--- src/core/cicr_pkg.sv ---
// Purpose: Constants and types for the cursor/ink colour register bank
// Assumes: AHB-Lite slave, 32-bit data, one register per aligned word
// Notes: Printed offsets are not word multiples, so byte address is index times four
// Functional notes
// - Colour 0 green is six bits, register bits 5..0.
// - Colour 0 red is five bits, register bits 4..0.
// - Colour 1 blue is five bits, register bits 4..0.
// - Colour 1 green is six bits, register bits 5..0.
// - Colour 1 red is five bits, register bits 4..0.
// - Colour 1 blue, green, red sit at consecutive indices from 08Ah, read/write.
// - Programmed threshold sets the FIFO high threshold for the overlay fetch.
// - Threshold of zero selects a hardware-chosen threshold.
// - Colour 0 blue is five bits, register bits 4..0.
package cicr_pkg;
    // ------------------------------------------------------------
    // Register indices
    // ------------------------------------------------------------
    localparam logic [7:0] IDX_C0_BLUE = 8'h86;
    localparam logic [7:0] IDX_C0_GREEN = 8'h87;
    localparam logic [7:0] IDX_C0_RED = 8'h88;
    localparam logic [7:0] IDX_C1_BLUE = 8'h8A;
    localparam logic [7:0] IDX_C1_GREEN = 8'h8B;
    localparam logic [7:0] IDX_C1_RED = 8'h8C;
    localparam logic [7:0] IDX_FIFO_THR = 8'h8E;
    localparam int IDX_LSB = 2;
    localparam int IDX_W = 8;

    // ------------------------------------------------------------
    // Field widths and reset values
    // ------------------------------------------------------------
    localparam int BLUE_W = 5;
    localparam int GREEN_W = 6;
    localparam int RED_W = 5;
    localparam int THR_W = 6;
    localparam logic [THR_W-1:0] THR_AUTO_CODE = 6'h00;
    localparam logic [THR_W-1:0] THR_AUTO_VALUE = 6'h20;
    localparam logic [4:0] BLUE_RST = 5'h00;
    localparam logic [5:0] GREEN_RST = 6'h00;
    localparam logic [4:0] RED_RST = 5'h00;
    localparam logic [5:0] THR_RST = 6'h00;
    localparam logic [1:0] HTRANS_NONSEQ = 2'h2;
    localparam logic [1:0] HTRANS_SEQ = 2'h3;
    localparam logic HRESP_OKAY = 1'b0;

    // ------------------------------------------------------------
    // Carriers
    // ------------------------------------------------------------
    typedef struct packed {
        logic [RED_W-1:0] red;
        logic [GREEN_W-1:0] green;
        logic [BLUE_W-1:0] blue;
    } cicr_rgb565_t;

    typedef struct packed {
        logic write;
        logic [IDX_W-1:0] idx;
    } cicr_req_t;
endpackage : cicr_pkg

--- src/core/cicr_regs.sv ---
// Purpose: AHB-Lite register bank for the two cursor/ink colours and threshold
// Assumes: Single-word transfers, zero wait states, OKAY always
// Notes: Unmapped addresses read zero and drop writes
//
// Added by the designer: the AHB-Lite interface to the registers.
`timescale 1ns/100ps
module cicr_regs
    import cicr_pkg::*;
(
    input wire logic hclk,
    input wire logic hresetn,
    input wire logic hsel,
    input wire logic [31:0] haddr,
    input wire logic [1:0] htrans,
    input wire logic hwrite,
    input wire logic [2:0] hsize,
    input wire logic hready,
    input wire logic [31:0] hwdata,
    output logic [31:0] hrdata,
    output logic hreadyout,
    output logic hresp,
    output cicr_rgb565_t color0,
    output cicr_rgb565_t color1,
    output logic [THR_W-1:0] fifo_threshold
);
    // ------------------------------------------------------------
    // Address phase capture
    // ------------------------------------------------------------
    cicr_req_t req_ff;
    cicr_req_t nxt_req;
    logic pend_ff;
    logic nxt_pend;
    logic addr_valid;

    assign addr_valid = hsel && hready && (htrans == HTRANS_NONSEQ || htrans == HTRANS_SEQ);

    always_comb begin
        nxt_pend = addr_valid;
        nxt_req.write = hwrite;
        nxt_req.idx = haddr[IDX_LSB +: IDX_W];
        if (!addr_valid) begin
            nxt_req = req_ff;
        end
    end

    always_ff @(posedge hclk or negedge hresetn) begin
        if (!hresetn) begin
            req_ff <= '0;
            pend_ff <= 1'b0;
        end else begin
            req_ff <= nxt_req;
            pend_ff <= nxt_pend;
        end
    end

    // ------------------------------------------------------------
    // Register storage
    // ------------------------------------------------------------
    cicr_rgb565_t c0_ff;
    cicr_rgb565_t c1_ff;
    cicr_rgb565_t nxt_c0;
    cicr_rgb565_t nxt_c1;
    logic [THR_W-1:0] thr_ff;
    logic [THR_W-1:0] nxt_thr;
    logic wr_en;

    assign wr_en = pend_ff && req_ff.write;

    always_comb begin
        nxt_c0 = c0_ff;
        nxt_c1 = c1_ff;
        nxt_thr = thr_ff;
        // Only the defined low bits are stored; upper bits are dropped
        if (wr_en) begin
            unique case (req_ff.idx)
                IDX_C0_BLUE: nxt_c0.blue = hwdata[BLUE_W-1:0];
                IDX_C0_GREEN: nxt_c0.green = hwdata[GREEN_W-1:0];
                IDX_C0_RED: nxt_c0.red = hwdata[RED_W-1:0];
                IDX_C1_BLUE: nxt_c1.blue = hwdata[BLUE_W-1:0];
                IDX_C1_GREEN: nxt_c1.green = hwdata[GREEN_W-1:0];
                IDX_C1_RED: nxt_c1.red = hwdata[RED_W-1:0];
                IDX_FIFO_THR: nxt_thr = hwdata[THR_W-1:0];
                default: begin
                end
            endcase
        end
    end

    always_ff @(posedge hclk or negedge hresetn) begin
        if (!hresetn) begin
            c0_ff <= '{red: RED_RST, green: GREEN_RST, blue: BLUE_RST};
            c1_ff <= '{red: RED_RST, green: GREEN_RST, blue: BLUE_RST};
            thr_ff <= THR_RST;
        end else begin
            c0_ff <= nxt_c0;
            c1_ff <= nxt_c1;
            thr_ff <= nxt_thr;
        end
    end

    // ------------------------------------------------------------
    // Read path
    // ------------------------------------------------------------
    // Read data is registered at the address phase so hrdata is a flop
    logic [31:0] rd_ff;
    logic [31:0] nxt_rd;

    function automatic logic [31:0] read_mux(
        input logic [IDX_W-1:0] idx,
        input cicr_rgb565_t c0,
        input cicr_rgb565_t c1,
        input logic [THR_W-1:0] thr
    );
        logic [31:0] d;
        d = '0;
        unique case (idx)
            IDX_C0_BLUE: d[BLUE_W-1:0] = c0.blue;
            IDX_C0_GREEN: d[GREEN_W-1:0] = c0.green;
            IDX_C0_RED: d[RED_W-1:0] = c0.red;
            IDX_C1_BLUE: d[BLUE_W-1:0] = c1.blue;
            IDX_C1_GREEN: d[GREEN_W-1:0] = c1.green;
            IDX_C1_RED: d[RED_W-1:0] = c1.red;
            IDX_FIFO_THR: d[THR_W-1:0] = thr;
            default: d = '0;
        endcase
        return d;
    endfunction : read_mux

    always_comb begin
        nxt_rd = '0;
        // Back-to-back write then read of same word bypasses the store
        if (addr_valid && !hwrite) begin
            nxt_rd = read_mux(haddr[IDX_LSB +: IDX_W], nxt_c0, nxt_c1, nxt_thr);
        end
    end

    always_ff @(posedge hclk or negedge hresetn) begin
        if (!hresetn) begin
            rd_ff <= '0;
        end else begin
            rd_ff <= nxt_rd;
        end
    end

    // ------------------------------------------------------------
    // Overlay outputs
    // ------------------------------------------------------------
    logic [THR_W-1:0] thr_eff;

    cicr_thr_sel u_thr_sel (
        .hclk(hclk),
        .hresetn(hresetn),
        .thr_prog(thr_ff),
        .thr_eff(thr_eff)
    );

    assign hrdata = rd_ff;
    assign hreadyout = 1'b1;
    assign hresp = HRESP_OKAY;
    assign color0 = c0_ff;
    assign color1 = c1_ff;
    assign fifo_threshold = thr_eff;
endmodule : cicr_regs

--- src/core/cicr_thr_sel.sv ---
// Purpose: Picks the effective FIFO high threshold for the overlay fetch
// Assumes: Programmed value from the register bank, same clock
// Notes: Output registered
`timescale 1ns/100ps
module cicr_thr_sel
    import cicr_pkg::*;
(
    input wire logic hclk,
    input wire logic hresetn,
    input wire logic [THR_W-1:0] thr_prog,
    output logic [THR_W-1:0] thr_eff
);
    logic [THR_W-1:0] thr_ff;
    logic [THR_W-1:0] nxt_thr;

    always_comb begin
        if (thr_prog == THR_AUTO_CODE) begin
            nxt_thr = THR_AUTO_VALUE;
        end else begin
            nxt_thr = thr_prog;
        end
    end

    always_ff @(posedge hclk or negedge hresetn) begin
        if (!hresetn) begin
            thr_ff <= THR_AUTO_VALUE;
        end else begin
            thr_ff <= nxt_thr;
        end
    end

    assign thr_eff = thr_ff;
endmodule : cicr_thr_sel

--- config.mk ---
export PLATFORM = sky130hd
export DESIGN_NAME = cicr_regs
export DESIGN_NICKNAME = d
export VERILOG_FILES = /design/src/core/cicr_pkg.sv /design/src/core/cicr_regs.sv /design/src/core/cicr_thr_sel.sv
export SDC_FILE = /design/constraint.sdc
export NUM_CORES = 1
export LEC_CHECK = 0
export BUFFER_PORTS_ARGS = -buffer_cell sky130_fd_sc_hd__buf_4
export CORE_MARGIN = 5
export CORE_UTILIZATION = 48
export DETAILED_ROUTE_END_ITERATION = 6
export PLACE_DENSITY = 0.83
export SLEW_MARGIN = 10
export SYNTH_ARGS = -nofsm -noshare
export SYNTH_HDL_FRONTEND = slang
export SYNTH_SLANG_ARGS = --single-unit
--- constraint.sdc ---
create_clock -name hclk -period 3 [get_ports hclk]
set_clock_uncertainty 0.15 [all_clocks]
set_input_delay 0.6 -clock hclk [delete_from_list [all_inputs] [get_ports hclk]]
set_output_delay 0.6 -clock hclk [all_outputs]
set_load 0.02 [all_outputs]
---- Word-level counts from Yosys, hierarchy flattened ----
Index checks and enable logic that the tools add are counted.
W data, S select, Z words.
word-level totals
  flip-flop bits (word level) ............. 60
  word-level logic and storage cells ...... 49
  input bits .............................. 74
  output and inout bits ................... 72
cells by class
  eq/ne operators ......................... 16
  reductions and logical operators ........ 7
  multiplexer cells ....................... 14
operators by type and width
  kind                  count
  $eq A8 B8 Y1 const B  14
  $mux W6               6
  $pmux W5 S7           1
  $mux W16              2
  $mux W5               4
  $logic_not A6 Y1      1
  $eq A2 B2 Y1 const B  2
  $logic_and A1 B1 Y1   4
  $pmux W1 S3           1
  $logic_not A1 Y1      1
  $logic_or A1 B1 Y1    1

---- Logic depth before layout (Yosys ltp) ----
  depth in word-level cells ............... 5
  gate-level depth with buffers ........... 7
  depth with buffers taken out ............ 5

---- Cells and area by module ----
Synthesis repeated with hierarchy kept, for this count alone.
unflattened totals
  cell total of the unflattened synthesis .. 254
  area, all modules ....................... 3016.6 µm²
by module, submodules not included
  module        area an instance (µm²)  instances  cells an instance  sequential area each (µm²)
  cicr_regs     2825.2                  1          241                1351.3
  cicr_thr_sel  191.4                   1          13                 151.4

---- Least setup slack after synthesis ----
OpenSTA, ideal clock, no wires.
  path kind ............................... register to register
  start point ............................. register req_ff[5] (netlist bit)
  end point ............................... register rd_ff[0], in the netlist hrdata[0]
  arrival ................................. 2041 ps
  clock period less this slack ............ 2320 ps
  buffers on the path ..................... 1
  setup time .............................. 129 ps
  data required time ...................... 2721 ps
  cell stages (with the launch flop) ...... 7
  setup slack ............................. 680 ps
  cells stage by stage .................... dfrtp_1 -> nor4b_4 -> and4_1 -> buf_2 -> mux2_2 -> a211o_1 -> o41a_1
RTL lines
  item                    RTL line          text
  start, declared         cicr_regs.sv:29   cicr_req_t req_ff;
  start signal, assigned  cicr_regs.sv:51   req_ff <= nxt_req;
  end signal, assigned    cicr_regs.sv:141  rd_ff <= nxt_rd;
  end, declared           cicr_regs.sv:105  logic [31:0] rd_ff;

==> run metrics <==
HPWL Detailed 5.56 mm; RSZ-0062 raised after global routing false; HP Class primary input to async pin; post_cts resized 0; clock root cell clkbuf_8; # rows 30; Adder-Cell Fraction of Synth Area 0%; worst r2r src req_ff[2]; complex-gate fraction of the synthesized area 5.88%; vias in the first global route 2456; Hold-fix buffers, CTS 0; Worst-Margin Slew 0.746 ns; # IOs 146; height of the die 93.2 um; largest family of logic cells by synthesized area simple AND/OR/NAND/NOR gates; WL per Instance 16.5 um; Simple-Gate Fraction of Synth Area 22.3%; CTS buffer count 9; area delta synth->final 18.7%; Max-Cap Viols 0; First-pass DRT Iterations 4; share of layout cells above drive strength 1 34.9%; status completed; Core Footprint 6760 sq um; FF-to-FF setup slack 0.57 ns; Worst Path Arrival 2.49 ns; xor-xnor portion of the synthesized cell area 0.264%; Lkg Pwr 0.00185 uW; Total Routed Length 7.60 mm; # clock sinks 60; final hold vios 0; Synth Register Bits 60; Fin Setup TNS 0 ns; CTS tree yes; Pwr per Cell Area 472 nW/um^2; number of fillers in the final layout 570; commonest non-fill, non-tap cell in the layout buf_4; most used flip-flop cell after synthesis dfrtp_1; Iter 0 DRT Violations 183; R2R depth 5; final worst-path cycle share 81.0%; via density per instance 5.58; CP endpoint kind register; CP startpoint kind register; Crit Path Max Fanout 6; Critical Path Stages 5; first-pass GRT wire length 12.3 mm; CP delay by family, top simple AND/OR/NAND/NOR gates; Max Slew Vio Count 0; Async SR Flop Fraction 100%; Worst-Skew Late Latency 0.33 ns; Mapped Area 3320 sq um; CTS HTree Levels 3; grt ovf 0; CP Class register to register; initial antenna violation count 0; commonest non-fill, non-tap cells in the layout 72 x buf_4, 59 x dfrtp_1, 46 x nand2_1; Initial Utilization 49.1%; # diodes 0; Ys Warns 0; die area 8680 sq um; pin count of the biggest net entering global routing 61; mux share of post-synthesis cell area 16.2%; Max stage delay on crit path 0.44 ns; Max transition margin 50.2%; Setup-failing EPs final 0; Crit. Startpoint req_ff[2]; Fmax 0.412 GHz; maximum VDD drop 0.000318 V; Placement Setup Slack 0.388 ns; All-Layer GR Usage 17.9%; nets 450; CP max stage cell and4_1; final setup margin 0.571 ns; min Tclk post-route 2.43 ns; CP endpoint hrdata[0]; Clock transition at path regs 0.07 ns; Pwr Total 1860 uW; Worst Path Required 3.06 ns; Gate Count Post-Synth 323; syn avg cell area 10.3 sq um; global placement routability congestion 0.857; Routed Antenna Nets 0; count of flip-flops with a built-in enable after synthesis 0; total number of vias 2571; r2r endpoint hrdata[0]; count of cell types in the netlist 43; Clock Tree Buf Depth 2; port bufs 63; Post-CTS Setup Inserts 0; sequential element share of the synthesized area 45.3%; Buf/Inv on CP 0; DR DRC count 0; Die X 93.2 um; CP cell instances and4b_1, and4_1, mux2_2, a211o_1, o41a_1
cells by family after synthesis:
group,count (synthesis)
xor gates and xnor gates,1
DFF,60
muxes,49
buffers and inverters,57
and+or+nand+nor,130
other,2
AOI/OAI and AO/OA,24
worst register-to-register path, cell delays in order (launching register included):
cell and delay, ns:
dfrtp_1 0.39, and4b_1 0.33, and4_1 0.44, mux2_2 0.40, a211o_1 0.27, o41a_1 0.33
where the power goes:
part / switching [uW] / internal [uW]
Sequential: 39.3 / 855
Combinational: 139 / 90.8
Clock: 308 / 426
flip-flops by register name (all words and copies together), names as in the netlist:
register,count
color0,16
color1,16
hrdata,6
pend_ff,1
req_ff,9
thr_ff,6
u_thr_sel.thr_eff,6
area by class of cell:
cell class              count  area [sq um]  area share (%)
clock inverters             4          47.5            1.21
clock buffers              12           155            3.94
inverters                   1          3.75          0.0953
flip-flops and latches     60          1500            38.1
well taps                  80           100            2.54
multi-input cells         232          1590            40.4
repair buffers             72           541            13.7
worst min-delay path by stage:
stage	startpoint	slack (ns)	endpoint
6_report	hresetn	0.18	req_ff[7]
3_3_place_gp	thr_ff[0]	0.27	u_thr_sel.thr_eff[0]
4_1_cts	hresetn	0.20	req_ff[7]
3_5_place_dp	thr_ff[2]	0.27	u_thr_sel.thr_eff[2]
2_1_floorplan	hresetn	0.15	color0[0]
5_1_grt	hresetn	0.23	req_ff[7]
routing by layer:
metal,vias up,share of wire (%),GRT usage [%]
met3,9,6.0,2.82
li1,1203,-,-
met5,-,0,0
met2,95,50,28.5
met4,0,1.4,7.69
met1,1264,42,24.1
cells in the mapped netlist (all sizes together), types with 3 or more instances:
master	n	area, sq um
nand2	46	173
buf	34	239
nand3b	3	22.5
a21oi	5	25.0
clkbuf	22	82.6
nor4b	4	86.3
nand3	44	220
o2111a	3	33.8
and2	4	25.0
and3	10	62.6
a311oi	5	43.8
mux2	39	439
dfrtp	59	1480
mux2i	10	100
through the flow:
step                      area (sq um)  hold WS, ns  cells  util [%]
final                             3940        0.180    461      58.3
after global routing              3940        0.234    461      58.3
after detailed placement          3740        0.269    445      55.3
after floorplan                   3420        0.154    349         -
after CTS                         3940        0.203    461      58.3
after global placement            3740        0.266    445      55.3
No activity file was read; power rests on OpenSTA's default activity.
